File: config.mk
export PLATFORM = sky130hd
export DESIGN_NAME = amv_core
export DESIGN_NICKNAME = d
export VERILOG_FILES = /design/src/hw/amv_core.v /design/src/hw/amv_ram.v
export VERILOG_INCLUDE_DIRS = /design/src /design/src/shared
export SDC_FILE = /design/constraint.sdc
export NUM_CORES = 2
export LEC_CHECK = 0
export BUFFER_PORTS_ARGS = -buffer_cell sky130_fd_sc_hd__buf_2
export CAP_MARGIN = 20
export CELL_PAD_IN_SITES_DETAIL_PLACEMENT = 0
export CELL_PAD_IN_SITES_GLOBAL_PLACEMENT = 2
export CORE_ASPECT_RATIO = 0.7
export CORE_MARGIN = 4
export CORE_UTILIZATION = 41
export CTS_BUF_LIST = sky130_fd_sc_hd__clkbuf_4 sky130_fd_sc_hd__clkbuf_8
export CTS_CLUSTER_SIZE = 25
export DETAILED_ROUTE_END_ITERATION = 7
export PLACE_DENSITY = 0.83
export RECOVER_POWER = 100
export SLEW_MARGIN = 40
export SYNTH_ARGS = -nofsm -noshare
export SYNTH_HDL_FRONTEND = slang
export SYNTH_HIERARCHICAL = 1
export SYNTH_SLANG_ARGS = --single-unit
File: constraint.sdc
create_clock -name core_clk -period 36.8 [get_ports core_clk]
set_clock_uncertainty 0.2 [all_clocks]
set_input_delay 7.36 -clock core_clk [delete_from_list [all_inputs] [get_ports core_clk]]
set_output_delay 7.36 -clock core_clk [all_outputs]
set_load 0.05 [all_outputs]
File: src/shared/amv_map.vh
// Purpose: Constants for the memory-access checker and MAC-verify block
// Assumes: 32-bit APB data, one word per register
// Notes:   Definitions only
`ifndef AMV_MAP_VH
`define AMV_MAP_VH

// APB register byte offsets
`define AMV_A_CTRL    12'h000
`define AMV_A_CMD     12'h004
`define AMV_A_ADDR    12'h008
`define AMV_A_CFG     12'h00C
`define AMV_A_STAT    12'h010
`define AMV_A_ACC     12'h014
`define AMV_A_NFLAG   12'h018
`define AMV_A_SERIAL  12'h01C
`define AMV_A_OTP0    12'h020
`define AMV_A_OTP1    12'h024
`define AMV_A_EX0     12'h028
`define AMV_A_EX1     12'h02C
`define AMV_A_EX2     12'h030
`define AMV_A_EX3     12'h034
`define AMV_SLOT_PG   6'h01
`define AMV_SCR_PG    7'h04
`define AMV_RAM_PG    5'h02

// Control register pulse bits
`define AMV_C_WAKE    0
`define AMV_C_SLEEP   1
`define AMV_C_IDLE    2
`define AMV_C_EXEC    3

// Lock and usage-mode fields of the configuration register
`define AMV_F_CFGLK   0
`define AMV_F_OTPLK   1
`define AMV_F_DATLK   2
`define AMV_OTP_RO    2'h0
`define AMV_OTP_CONS  2'h1
`define AMV_OTP_LEG   2'h2

// Slot configuration word fields
`define AMV_SC_SECRET 7
`define AMV_SC_ENCRD  6

// Status codes
`define AMV_ST_OK     8'h00
`define AMV_ST_MISS   8'h01
`define AMV_ST_PARSE  8'h03
`define AMV_ST_EXEC   8'h0F
`define AMV_ST_WAKE   8'h11

// Opcodes and zones
`define AMV_OP_READ   8'h02
`define AMV_OP_WRITE  8'h12
`define AMV_OP_VERIFY 8'h28
`define AMV_Z_CFG     2'h0
`define AMV_Z_OTP     2'h1
`define AMV_Z_DATA    2'h2
`define AMV_Z_SIZE    7
`define AMV_CFG_WMIN  7'h10
`define AMV_CFG_MAX   7'h57

// Verify mode bits
`define AMV_M_CHAL    0
`define AMV_M_KEY     1
`define AMV_M_SRC     2
`define AMV_M_OTP     5
`define AMV_M_RSVD    8'hD8
`define AMV_M_COPY    8'h01

// Message and buffer layout, in words
`define AMV_MSG_LAST  5'h15
`define AMV_W_CHAL    5'h08
`define AMV_W_TAIL    5'h10
`define AMV_R_CHAL    5'h00
`define AMV_R_RESP    5'h08
`define AMV_R_KEY     5'h10
`define AMV_R_TGT     5'h18
`define AMV_CMP_END   4'h8

// Watchdog
`define AMV_WDOG_MS   1000
`define AMV_CLK_KHZ   20000

`endif

File: src/hw/amv_core.v
// Purpose: Memory-access parameter checker, watchdog and MAC-verify engine
// Assumes: External SHA-256 engine takes one word per cycle
// Notes:   Registers over APB; one wait state on every access
//
// Chosen here: the address map and register access over APB.
`include "amv_map.vh"
`timescale 1ns/1ps
`default_nettype none
module amv_core #(
    parameter [24:0] WDOG_CYCLES = `AMV_WDOG_MS * `AMV_CLK_KHZ
) (
    // Clock and reset
    input  wire         core_clk,
    input  wire         rst,
    // APB slave
    input  wire         psel,
    input  wire         penable,
    input  wire         pwrite,
    input  wire [11:0]  paddr,
    input  wire [31:0]  pwdata,
    output reg  [31:0]  prdata,
    output reg          pready,
    output reg          pslverr,
    // Hash engine
    output reg  [31:0]  shaWord_r,
    output reg          shaValid_r,
    output reg          shaLast_r,
    input  wire [255:0] shaDigest,
    input  wire         shaDone
);
    localparam [2:0] P_SLEEP = 3'b001;
    localparam [2:0] P_AWAKE = 3'b010;
    localparam [2:0] P_IDLE  = 3'b100;
    localparam [5:0] C_IDLE = 6'b000001;
    localparam [5:0] C_STRM = 6'b000010;
    localparam [5:0] C_WDIG = 6'b000100;
    localparam [5:0] C_CMP  = 6'b001000;
    localparam [5:0] C_COPY = 6'b010000;
    localparam [5:0] C_CLR  = 6'b100000;
    localparam [1:0] S_RAM = 2'h0;
    localparam [1:0] S_SCR = 2'h1;
    localparam [1:0] S_TAIL = 2'h2;

    ////////////////////////////////////////////////////////////////////////////////
    reg  [15:0]  cmd_r;
    reg  [15:0]  addr_r;
    reg  [5:0]   cfg_r;
    reg  [23:0]  serial_r;
    reg  [31:0]  otp0_r;
    reg  [31:0]  otp1_r;
    reg  [31:0]  ex0_r;
    reg  [31:0]  ex1_r;
    reg  [31:0]  ex2_r;
    reg  [7:0]   ex3_r;
    reg  [2:0]   pwr_r;
    reg  [5:0]   cst_r;
    reg  [24:0]  wdCnt_r;
    reg  [4:0]   wIdx_r;
    reg  [4:0]   pW_r;
    reg  [1:0]   pSel_r;
    reg          pV_r;
    reg  [3:0]   cIdx_r;
    reg  [4:0]   clrIdx_r;
    reg          miss_r;
    reg  [255:0] dig_r;
    reg  [7:0]   stat_r;
    reg          copied_r;
    reg          nflag_r;
    reg  [31:0]  scr_r [0:7];
    wire [255:0] scfgV;
    wire [31:0]  ramQ;
    reg  [4:0]   ramRd;
    reg  [31:0]  rdMux;
    reg          rdErr;
    reg  [7:0]   accCode;
    reg  [3:0]   accBlk;
    integer      i;

    wire [7:0] opc    = cmd_r[7:0];
    wire [7:0] p1     = cmd_r[15:8];
    wire       busy   = (cst_r != C_IDLE);
    wire       awake  = (pwr_r == P_AWAKE);
    wire       wrDone = psel & penable & pready & pwrite;
    wire       ctlWr  = wrDone & (paddr == `AMV_A_CTRL);
    wire       slotHit = (paddr[11:6] == `AMV_SLOT_PG);
    wire       scrHit = (paddr[11:5] == `AMV_SCR_PG);
    wire       ramHit = (paddr[11:7] == `AMV_RAM_PG);
    wire       ramWr  = wrDone & ramHit & ~busy;
    wire       clr    = (cst_r == C_CLR);
    wire       wdHit  = awake & (wdCnt_r == WDOG_CYCLES - 25'h0000001);
    wire       goSleep = wdHit | (ctlWr & pwdata[`AMV_C_SLEEP] & (pwr_r != P_SLEEP));
    wire       goIdle = ctlWr & pwdata[`AMV_C_IDLE] & awake & ~goSleep;
    wire       goWake = ctlWr & pwdata[`AMV_C_WAKE] & ~awake & ~clr;
    wire       goExec = ctlWr & pwdata[`AMV_C_EXEC] & awake & ~busy;
    wire [3:0] keySel = addr_r[3:0];
    wire [3:0] tgt    = keySel[0] ? keySel : keySel + 4'h1;
    wire [15:0] tgtCfg = scfgV[{tgt, 4'h0} +: 16];
    wire [3:0] cPrev  = cIdx_r - 4'h1;
    wire [31:0] digW  = dig_r[{3'h7 - cPrev[2:0], 5'h00} +: 32];
    wire       lastMiss = miss_r | (ramQ != digW);
    wire [63:0] otpV  = p1[`AMV_M_OTP] ? {otp0_r, otp1_r} : 64'h0;
    wire [103:0] exV  = {ex0_r, ex1_r, ex2_r, ex3_r};
    // Fixed tail of the message after the two 32-byte blocks
    wire [191:0] tail = {exV[103:72], otpV, exV[71:48], serial_r[23:16],
                         exV[47:16], serial_r[7:0], serial_r[15:8], exV[15:0]};
    wire [4:0] tIdx   = pW_r - `AMV_W_TAIL;
    wire [31:0] tailW = tail[{3'h5 - tIdx[2:0], 5'h00} +: 32];

    ////////////////////////////////////////////////////////////////////////////////
    // Slot configuration words, one per slot
    genvar g;
    generate
        for (g = 0; g < 16; g = g + 1) begin : gSlot
            reg [15:0] q;
            always @(posedge core_clk or posedge rst) begin
                if (rst) begin
                    q <= 16'h0000;
                end else if (wrDone & slotHit & (paddr[5:2] == g)) begin
                    q <= pwdata[15:0];
                end
            end
            assign scfgV[g*16 +: 16] = q;
        end
    endgenerate

    ////////////////////////////////////////////////////////////////////////////////
    // Operand buffer; the sleep sweep owns the write port while it runs
    always @* begin
        case (cst_r)
            C_STRM:  ramRd = (wIdx_r < `AMV_W_CHAL) ? `AMV_R_KEY + wIdx_r
                                                    : `AMV_R_CHAL + (wIdx_r - `AMV_W_CHAL);
            C_CMP:   ramRd = `AMV_R_RESP + {1'b0, cIdx_r};
            C_COPY:  ramRd = `AMV_R_TGT + {1'b0, cIdx_r};
            default: ramRd = paddr[6:2];
        endcase
    end

    amv_ram uRam (
        .core_clk (core_clk),
        .wrEn     (clr | ramWr),
        .wrAddr   (clr ? clrIdx_r : paddr[6:2]),
        .wrData   (clr ? 32'h00000000 : pwdata),
        .rdAddr   (ramRd),
        .rdData   (ramQ)
    );

    ////////////////////////////////////////////////////////////////////////////////
    // Read/write access parameter check
    wire       isWr  = (opc == `AMV_OP_WRITE);
    wire [6:0] cByte = {addr_r[4:3], addr_r[2:0], 2'b00};
    wire [15:0] dCfg = scfgV[{addr_r[6:3], 4'h0} +: 16];
    wire       dSec  = dCfg[`AMV_SC_SECRET];
    wire       dEnc  = dCfg[`AMV_SC_ENCRD];
    wire [1:0] oMode = cfg_r[5:4];

    always @* begin
        accCode = `AMV_ST_OK;
        accBlk  = 4'h0;
        if ((p1[6:2] != 5'h00) || (p1[1:0] == 2'h3) || (addr_r[15:8] != 8'h00)) begin
            accCode = `AMV_ST_PARSE;
        end else begin
            case (p1[1:0])
                `AMV_Z_CFG: begin
                    accBlk = {2'b00, addr_r[4:3]};
                    if ((addr_r[7:5] != 3'h0) || (addr_r[4:3] == 2'h3)) begin
                        accCode = `AMV_ST_PARSE;
                    end else if ((cByte > `AMV_CFG_MAX) || (isWr && cByte < `AMV_CFG_WMIN)) begin
                        accCode = `AMV_ST_PARSE;
                    end else if (isWr && cfg_r[`AMV_F_CFGLK]) begin
                        accCode = `AMV_ST_EXEC;
                    end
                end
                `AMV_Z_OTP: begin
                    accBlk = {3'b000, addr_r[3]};
                    if (addr_r[7:4] != 4'h0) begin
                        accCode = `AMV_ST_PARSE;
                    end else if (!isWr && (!cfg_r[`AMV_F_OTPLK] || oMode == `AMV_OTP_LEG)) begin
                        accCode = `AMV_ST_EXEC;
                    end else if (isWr && cfg_r[`AMV_F_OTPLK] && oMode != `AMV_OTP_CONS) begin
                        accCode = `AMV_ST_EXEC;
                    end
                end
                `AMV_Z_DATA: begin
                    accBlk = addr_r[6:3];
                    if (addr_r[7]) begin
                        accCode = `AMV_ST_PARSE;
                    end else if (!p1[`AMV_Z_SIZE] && dSec) begin
                        accCode = `AMV_ST_EXEC;
                    end else if (!isWr && (!cfg_r[`AMV_F_DATLK] || (dSec && !dEnc))) begin
                        accCode = `AMV_ST_EXEC;
                    end else if (isWr && cfg_r[`AMV_F_DATLK] && dCfg[15:12] != 4'h0) begin
                        accCode = `AMV_ST_EXEC;
                    end
                end
                default: accCode = `AMV_ST_PARSE;
            endcase
        end
    end

    ////////////////////////////////////////////////////////////////////////////////
    // Software-held operand and configuration registers
    always @(posedge core_clk or posedge rst) begin
        if (rst) begin
            cmd_r    <= 16'h0000;
            addr_r   <= 16'h0000;
            cfg_r    <= 6'h00;
            serial_r <= 24'h000000;
            otp0_r   <= 32'h00000000;
            otp1_r   <= 32'h00000000;
            ex0_r    <= 32'h00000000;
            ex1_r    <= 32'h00000000;
            ex2_r    <= 32'h00000000;
            ex3_r    <= 8'h00;
        end else if (wrDone && !busy) begin
            case (paddr)
                `AMV_A_CMD:    cmd_r    <= pwdata[15:0];
                `AMV_A_ADDR:   addr_r   <= pwdata[15:0];
                `AMV_A_CFG:    cfg_r    <= pwdata[5:0];
                `AMV_A_SERIAL: serial_r <= pwdata[23:0];
                `AMV_A_OTP0:   otp0_r   <= pwdata;
                `AMV_A_OTP1:   otp1_r   <= pwdata;
                `AMV_A_EX0:    ex0_r    <= pwdata;
                `AMV_A_EX1:    ex1_r    <= pwdata;
                `AMV_A_EX2:    ex2_r    <= pwdata;
                `AMV_A_EX3:    ex3_r    <= pwdata[31:24];
                default:       cmd_r    <= cmd_r;
            endcase
        end
    end

    ////////////////////////////////////////////////////////////////////////////////
    // Power states, watchdog and command engine
    always @(posedge core_clk or posedge rst) begin
        if (rst) begin
            pwr_r <= P_SLEEP;
            cst_r <= C_IDLE;
            wdCnt_r <= 25'h0000000;
            wIdx_r <= 5'h00;
            pW_r <= 5'h00;
            pSel_r <= S_RAM;
            pV_r <= 1'b0;
            cIdx_r <= 4'h0;
            clrIdx_r <= 5'h00;
            miss_r <= 1'b0;
            dig_r <= 256'h0;
            stat_r <= `AMV_ST_OK;
            copied_r <= 1'b0;
            nflag_r <= 1'b0;
            shaWord_r <= 32'h00000000;
            shaValid_r <= 1'b0;
            shaLast_r <= 1'b0;
            for (i = 0; i < 8; i = i + 1) begin
                scr_r[i] <= 32'h00000000;
            end
        end else if (goSleep) begin
            // Aborts any command in flight and wipes volatile state
            pwr_r <= P_SLEEP;
            cst_r <= C_CLR;
            clrIdx_r <= 5'h00;
            pV_r <= 1'b0;
            shaValid_r <= 1'b0;
            shaLast_r <= 1'b0;
            stat_r <= `AMV_ST_OK;
            copied_r <= 1'b0;
            nflag_r <= 1'b0;
            dig_r <= 256'h0;
            for (i = 0; i < 8; i = i + 1) begin
                scr_r[i] <= 32'h00000000;
            end
        end else begin
            if (goWake) begin
                pwr_r <= P_AWAKE;
                wdCnt_r <= 25'h0000000;
                stat_r <= `AMV_ST_WAKE;
            end else if (awake) begin
                wdCnt_r <= wdCnt_r + 25'h0000001;
            end
            // Second stage of the message stream; RAM data lands here
            shaValid_r <= pV_r;
            shaLast_r <= pV_r & (pW_r == `AMV_MSG_LAST);
            case (pSel_r)
                S_SCR:   shaWord_r <= scr_r[pW_r[2:0]];
                S_TAIL:  shaWord_r <= tailW;
                default: shaWord_r <= ramQ;
            endcase
            pV_r <= 1'b0;
            case (cst_r)
                C_IDLE: begin
                    if (wrDone && scrHit) begin
                        scr_r[paddr[4:2]] <= pwdata;
                    end
                    if (wrDone && paddr == `AMV_A_NFLAG) begin
                        nflag_r <= pwdata[0];
                    end
                    if (goExec) begin
                        if (opc == `AMV_OP_READ || opc == `AMV_OP_WRITE) begin
                            stat_r <= accCode;
                        end else if (opc != `AMV_OP_VERIFY) begin
                            stat_r <= `AMV_ST_PARSE;
                        end else if ((p1 & `AMV_M_RSVD) != 8'h00) begin
                            stat_r <= `AMV_ST_PARSE;
                        end else if ((p1[`AMV_M_CHAL] | p1[`AMV_M_KEY])
                                     && (p1[`AMV_M_SRC] != nflag_r)) begin
                            stat_r <= `AMV_ST_EXEC;
                        end else begin
                            cst_r <= C_STRM;
                            wIdx_r <= 5'h00;
                        end
                    end
                end
                C_STRM: begin
                    pV_r <= 1'b1;
                    pW_r <= wIdx_r;
                    if (wIdx_r < `AMV_W_CHAL) begin
                        pSel_r <= p1[`AMV_M_KEY] ? S_SCR : S_RAM;
                    end else if (wIdx_r < `AMV_W_TAIL) begin
                        pSel_r <= p1[`AMV_M_CHAL] ? S_SCR : S_RAM;
                    end else begin
                        pSel_r <= S_TAIL;
                    end
                    wIdx_r <= wIdx_r + 5'h01;
                    if (wIdx_r == `AMV_MSG_LAST) begin
                        cst_r <= C_WDIG;
                    end
                end
                C_WDIG: begin
                    if (shaDone) begin
                        dig_r <= shaDigest;
                        cst_r <= C_CMP;
                        cIdx_r <= 4'h0;
                        miss_r <= 1'b0;
                    end
                end
                C_CMP: begin
                    cIdx_r <= cIdx_r + 4'h1;
                    if (cIdx_r != 4'h0 && ramQ != digW) begin
                        miss_r <= 1'b1;
                    end
                    if (cIdx_r == `AMV_CMP_END) begin
                        stat_r <= lastMiss ? `AMV_ST_MISS : `AMV_ST_OK;
                        cIdx_r <= 4'h0;
                        if (!lastMiss && p1 == `AMV_M_COPY && tgtCfg[3:0] == 4'h0) begin
                            cst_r <= C_COPY;
                        end else begin
                            cst_r <= C_IDLE;
                        end
                    end
                end
                C_COPY: begin
                    cIdx_r <= cIdx_r + 4'h1;
                    if (cIdx_r != 4'h0) begin
                        scr_r[cPrev[2:0]] <= ramQ;
                    end
                    if (cIdx_r == `AMV_CMP_END) begin
                        copied_r <= 1'b1;
                        cst_r <= C_IDLE;
                    end
                end
                C_CLR: begin
                    clrIdx_r <= clrIdx_r + 5'h01;
                    if (clrIdx_r == 5'h1F) begin
                        cst_r <= C_IDLE;
                    end
                end
                default: cst_r <= C_IDLE;
            endcase
            if (goIdle) begin
                // Idle keeps the scratch digest unless it came from a slot copy
                pwr_r <= P_IDLE;
                cst_r <= C_IDLE;
                // A copy still running when idle arrives must not survive either
                if (copied_r || cst_r == C_COPY) begin
                    copied_r <= 1'b0;
                    for (i = 0; i < 8; i = i + 1) begin
                        scr_r[i] <= 32'h00000000;
                    end
                end
            end
        end
    end

    ////////////////////////////////////////////////////////////////////////////////
    // APB read mux and response; one wait state so RAM reads can settle
    always @* begin
        rdMux = 32'h00000000;
        rdErr = 1'b0;
        if (slotHit) begin
            rdMux = {16'h0000, scfgV[{paddr[5:2], 4'h0} +: 16]};
        end else if (scrHit) begin
            rdErr = 1'b1; // Scratch digest is never readable
        end else if (ramHit) begin
            rdMux = ramQ;
            rdErr = busy;
        end else begin
            case (paddr)
                `AMV_A_CTRL:   rdMux = 32'h00000000;
                `AMV_A_CMD:    rdMux = {16'h0000, cmd_r};
                `AMV_A_ADDR:   rdMux = {16'h0000, addr_r};
                `AMV_A_CFG:    rdMux = {26'h0000000, cfg_r};
                `AMV_A_STAT:   rdMux = {21'h000000, pwr_r == P_IDLE, awake, busy, stat_r};
                `AMV_A_ACC:    rdMux = {25'h0000000, accBlk, addr_r[2:0]};
                `AMV_A_NFLAG:  rdMux = {31'h00000000, nflag_r};
                `AMV_A_SERIAL: rdMux = {8'h00, serial_r};
                `AMV_A_OTP0:   rdMux = otp0_r;
                `AMV_A_OTP1:   rdMux = otp1_r;
                `AMV_A_EX0:    rdMux = ex0_r;
                `AMV_A_EX1:    rdMux = ex1_r;
                `AMV_A_EX2:    rdMux = ex2_r;
                `AMV_A_EX3:    rdMux = {ex3_r, 24'h000000};
                default:       rdErr = 1'b1;
            endcase
        end
    end

    always @(posedge core_clk or posedge rst) begin
        if (rst) begin
            prdata <= 32'h00000000;
            pready <= 1'b0;
            pslverr <= 1'b0;
        end else if (psel && penable && !pready) begin
            pready <= 1'b1;
            prdata <= pwrite ? 32'h00000000 : rdMux;
            pslverr <= rdErr & ~(pwrite & scrHit);
        end else begin
            pready <= 1'b0;
            pslverr <= 1'b0;
        end
    end
endmodule // amv_core
`default_nettype wire

File: src/hw/amv_ram.v
// Purpose: Operand buffer, 32 words, one write and one registered read port
// Assumes: Single clock
// Notes:   Contents are not reset; the core sweeps it clear on sleep
`timescale 1ns/1ps
`default_nettype none
module amv_ram (
    // Clock
    input  wire        core_clk,
    // Write port
    input  wire        wrEn,
    input  wire [4:0]  wrAddr,
    input  wire [31:0] wrData,
    // Read port
    input  wire [4:0]  rdAddr,
    output reg  [31:0] rdData
);
    reg [31:0] mem [0:31];

    always @(posedge core_clk) begin
        if (wrEn) begin
            mem[wrAddr] <= wrData;
        end
        rdData <= mem[rdAddr];
    end
endmodule // amv_ram
`default_nettype wire

After elaboration in Yosys (flattened, before gate mapping)
Memories as Yosys holds them, arrays and structs flattened. A register that Yosys moved wholly into a read port is not among the register bits. Index checks and enable logic that the tools add are counted. W data, S select, Z words.

Memories: 1. Logic and storage cells: 397. Bits in writable memories: 1024. Flip-flop bits (word level): 1133. Input bits: 306.

$add $sub $neg: 13. Shift operators: 5. Reductions and logical operators: 77. $lt $le $gt $ge: 9. Bitwise logic cells: 50. Multiplexer cells: 111. Equality and inequality tests: 77.

Memories: uRam.mem (depth 32, bits a word 32, rd ports 1, clocked after memory_dff 1, wr ports 1, RTL line amv_ram.v:17) `reg [31:0] mem [0:31];`.

Operators with widths (count): $mux W256 (8); $bwmux W256 (2); $pmux W256 S2 (1); $shiftx A256 B9 Y16 (2); $pmux W32 S13 (1); $mux W32 (9); $shiftx A256 B9 Y32 (1); $shiftx A256 B9 Y4 (1); $demux W32 S3 (2); $shiftx A192 B9 Y32 (1); $bmux W32 S3 (1); $eq A12 B6 Y1 const B (6); $mux W6 (12); $mux W8 (9); $mux W64 (1); $pmux W32 S2 (1); $mux W4 (14); $mux W25 (2); $mux W5 (10); $eq A12 B5 Y1 const B (4); $and A1 B1 Y1 (38); $eq A4 B4 Y1 const B (9); $ne A4 B4 Y1 const B (9); $pmux W6 S6 (1); 74 further kinds (197).

Logic depth before layout (Yosys ltp)
Word-level depth: 15. Gate-level depth with buffers: 15. Mapped depth without buffers: 10.

Cells and area by module
Netlist, hierarchy kept.

By module, submodules not included: amv_core (cells each 5885, area each 58638.7 µm², times used 1, seq. area each 28354.7 µm²); amv_ram (cells each 2260, area each 40492.6 µm², times used 1, seq. area each 31390.1 µm²).

Worst setup path after synthesis
OpenSTA, ideal clock, no wires.

Path type: input -> register. Start: input paddr[7]. End: memory uRam.mem[12][0], enable pin. Arrival: 10.720 ns. Data required time: 36.179 ns. Slack: 25.459 ns. Cell stages on the path: 10. Path buffers: 4. Cell sequence: nor2_1 and3_1 clkbuf_1 clkbuf_1 buf_1 nand2_1 nand2_1 or3b_2 clkbuf_1 nor2_1.

Word-level cells in the longest chain between the ends: 6.

Ends and longest elaborated chain: start, declared (RTL line amv_core.v:19) `input wire [11:0] paddr,`; $eq A5 B2 Y1 (no line); $and A1 B1 Y1 (2 in series) (RTL line amv_core.v:88) `wire ramWr = wrDone & ramHit & ~busy;`; $or A1 B1 Y1 (RTL line amv_core.v:140) `.wrEn (clr | ramWr),`; $mux W1 (RTL line amv_ram.v:20) `if (wrEn) begin`; $mux W1 (implied by the code) (RTL line amv_ram.v:21) `mem[wrAddr] <= wrData;`; end, declared (RTL line amv_ram.v:17).

No other way between the ends.

==> results.txt <==
The run finished, with violations left. The checks that failed: max-capacitance violations, max-slew violations. The register-to-register setup slack is between 20 and 25 ns.

The required time reported for the critical path endpoint is 37.65 ns. For this run, the leading register cell type out of synthesis is dfrtp_1. The total global routing track utilization is 27.2%.

In the final design database the tool counted ~8800 nets. The remaining antenna violation count came out at 0. The setup fix buffers added after clock tree synthesis came out at 0.

The flop and latch count out of synthesis came out at between 2000 and 2500. At the pin with the least slew margin, the transition time is 4.56 ns. The area of the mapped netlist is 0.0991 mm^2. The hold violation count in the final report is 0. The type of destination of the critical path is an asynchronous set/reset pin. The clock latency reported for the late side of the worst-skew pair is between 1 and 1.5 ns.

The synthesis-to-finish area growth is 12.4%. The worst slew margin relative to its limit came out at -204%. The wire-length estimate of the detail-placed layout is approximately 210000 um. The maximum fanout encountered on the critical timing path is a little under 80.

In this run the tool buffered the top-level ports with approximately 370 buffer cells. The classification of the worst setup path is input port to asynchronous set/reset pin. The number of buffers created by CTS came out at 357. The leakage power figure came out at between 40 and 50 nW.

For this design the ratio of total power to cell area is between 60 and 70 mW/mm^2. The maximum number of pins on one net before global-route repair came out at roughly 120. The routed design could run at a clock period as short as about 21 ns. The total of fill cells in the finished design is 21600. Sorting the synthesized cells by area gives the leading types as edfxtp_1 31%, dfrtp_1 29%, mux2_2 5.9%.

The number of instances in the synthesized netlist came out at ~8100. The internal power of the cells totals between 4 and 5 mW. The number of gates resized after CTS was 0. The clock network fraction of total power came out at around 32%. The sum of routed wire length over all layers came out at between 300000 and 400000 um. The root buffer cell chosen for the clock tree is clkbuf_8. The number of remaining DRC errors came out at 0. Adding up every negative setup slack in the final design gives 0 ns. The biggest area contributor in the post-synthesis netlist is edfxtp_1. The number of antenna violations at the first check in global routing came out at 32. The share of total power dissipated in combinational logic is 25.9%. The DRC marker count from the first detailed-route iteration came out at 8863. STA classifies the critical path startpoint as an input port. The mean instance size in the synthesized netlist came out at around 12 um^2.

Summing all multi-input logic gate instances after layout gives 0.0369 mm^2. The H-tree generated during clock tree synthesis spans 5 levels. The post-synth net total is 8462. The min-delay analysis places its worst path in the category register to register.

After synthesis, the largest area contributor takes up between 30 and 40% of total cell area. Using the TritonRoute via totals, the vias-per-cell ratio works out to approximately 6. The total number of yosys warnings came out at 6. Clock-pin slew was measured on the worst setup and hold paths at approximately 0.050 ns. The I/O pin total came out at ~370. The switching component of the power is approximately 2.3 mW. Measured in cells, the most critical reg-to-reg path has a length of 9.

The area inside the core boundary is 0.240 mm^2. The count of unique library cells instantiated by Yosys is 76. Dividing the detail-routed wire length by the instance count gives between 20 and 30 um. The ratio of final minimum period to clock period is approximately three fifths. The final count of pins violating max slew came to 3940. Setup repair after global routing left no endpoint under its margin. Max-cap violations in this run came to between 100 and 150.

The data arrival time of the worst path came out at approximately 22 ns. The total die area is between 0.2 and 0.25 mm^2. The total grt overflow came out at 0. The horizontal extent of the die is slightly below 600 um. The number of placement rows came out at 150.

The number of synthesized flops with an enable pin came out at 1024. The worst-case vdd ir drop is 0.0454 mV. The timing-limited maximum frequency came out at between 40 and 50 MHz. The TritonCTS clock tree is done. The share of the core filled with cells in the final layout is 46.5%. For this run, the register share of the synthesized area comes to between 60 and 70%.

Of the cells placed in the final design, the portion with a size suffix greater than 1 is a little over a fifth. The fraction of synthesis flops using an asynchronous set or reset pin came out at between 50% and 60%. The maximum clock insertion buffer count is 4. The first detailed-routing pass ran for 7 iterations. The vias after detailed routing came out at just over 70000. The global-route wire length before repair is 501000 um.

The part of the power in registers is 41.7%. Summing all flip-flop and latch instances after layout gives between 0.05 and 0.06 mm^2. The via count of the first global-routing pass came out at approximately 70000.

The number of sinks on the clock net is around 2200. The weighted congestion reported at the end of routability-driven placement is between 0.9 and 1. The count of final setup violators is 0.

The count of hold-fix buffers inserted at cts came out at 0. The die outline height came out at between 400 and 500 um. The cell depth of the worst min-delay path is 2. The initial standard-cell utilization of the core is between 40 and 50%. The switching share of power is roughly 34%.
## worst max-delay path, stage by stage
cell        delay [ns]
clkbuf_1          0.08
clkinvlp_2        0.43
clkbuf_1          3.11
clkbuf_1          2.08
clkbuf_1          2.51
clkbuf_1          2.56
clkbuf_1          2.97
buf_4             0.88
## metal layers
metal / track usage [%] / part of all wire (%) / up-vias
met5: 0 / 0.037 / -
met4: 8.86 / 3.2 / 20
met3: 7.79 / 11 / 612
met2: 38.3 / 42 / 4097
met1: 40.4 / 43 / 36700
li1: - / - / 30600
## cell type report
cell class                 instances  area share, %
clock buffer                     534           5.93
clock inverter                   101          0.659
sequential                      2189           53.6
inverter                          29         0.0988
timing repair buffer             601           2.95
tap                             3192           3.58
multi-input combinational       5261           33.1
antenna                           20         0.0449
## power by group through the flow
| stage | Clock (mW) | Combinational (mW) | Sequential, mW |
|---|---|---|---|
| 4_1_cts | 2.26 | 1.77 | 2.86 |
| 2_1_floorplan | 0 | 1.10 | 2.91 |
| 3_5_place_dp | 0 | 1.77 | 2.91 |
| 5_1_grt | 2.37 | 1.88 | 2.88 |
| 6_report | 2.22 | 1.78 | 2.86 |
| 3_3_place_gp | 0 | 1.73 | 2.91 |
## through the flow
stage	hold WS [ns]	std cells	power [mW]	setup slack, ns	instance area, um^2
after global routing	0.286	11900	7.13	12.67	111000
after global placement	0.259	11300	4.64	23.64	104000
final	0.280	11900	6.86	15.37	111000
after detailed placement	0.265	11300	4.67	24.05	105000
after floorplan	0.242	8145	4.01	13.60	99100
after CTS	0.282	11900	6.89	25.13	112000
## logic make-up (layout without fill, tap and decap cells)
kind of cell               after synthesis  count (layout)  synth area share (%)
DFF                                   2189            2189                  60.3
buffers and inverters                  695            1265                  2.97
muxes                                 1293            1293                  16.5
other                                    0              20                     0
adders and majority gates               12              12                 0.149
AOI/OAI and AO/OA                     1331            1331                  8.42
and+or+nand+nor                       2545            2545                  11.0
xor gates and xnor gates                80              80                 0.707
## registers in the layout, summed over array words and instances (netlist names), 256 cells and up
| signal | cells |
|---|---|
| dig_r | 256 |
| gSlot.q | 256 |
| scr_r | 256 |
| uRam/mem | 1024 |
## cell usage after synthesis (11+ instances only)
| library cell | number |
|---|---|
| mux4_2 | 216 |
| buf_6 | 18 |
| a22o_1 | 83 |
| nand2b_1 | 46 |
| edfxtp_1 | 1024 |
| clkbuf_1 | 509 |
| and2_1 | 42 |
| nand3_1 | 173 |
| buf_2 | 50 |
| o21ai_0 | 97 |
| xor2_1 | 30 |
| o31ai_1 | 14 |
| nand2_1 | 848 |
| a31oi_1 | 58 |
| o22ai_1 | 291 |
| dfxtp_1 | 32 |
| nand4_1 | 35 |
| mux2i_1 | 558 |
| a22oi_1 | 191 |
| xnor2_1 | 50 |
| nor3_1 | 324 |
| and3_1 | 18 |
| nor2_1 | 943 |
| buf_1 | 51 |
| buf_4 | 36 |
| inv_1 | 27 |
| mux2_2 | 518 |
| a221oi_1 | 23 |
| a222oi_1 | 22 |
| nor4_1 | 39 |
| ha_1 | 11 |
| a21oi_1 | 481 |
| a21o_1 | 18 |
| dfrtp_1 | 1131 |
## layout by cell type, fill, tap and decap left out, types with 216 or more instances in the layout
master       n
nor3_1     322
o22ai_1    291
a21oi_1    480
nor2_1     904
edfxtp_1  1024
buf_2      278
mux2_2     517
nand2_1    845
clkbuf_8   416
mux4_2     216
dfrtp_1   1125
mux2i_1    558
## final timing paths
kind / startpoint / endpoint
worst max-delay path: rst / dig_r[210]
worst min-delay path: shaWord_r[22] / shaWord_r[22]
worst max register to register: pready / scr_r[217]
worst min register to register: shaWord_r[22] / shaWord_r[22]
max in group core_clk: paddr[5] / scr_r[217]
min in group asynchronous: rst / scr_r[244]
Power figures use the tool's default switching activity.
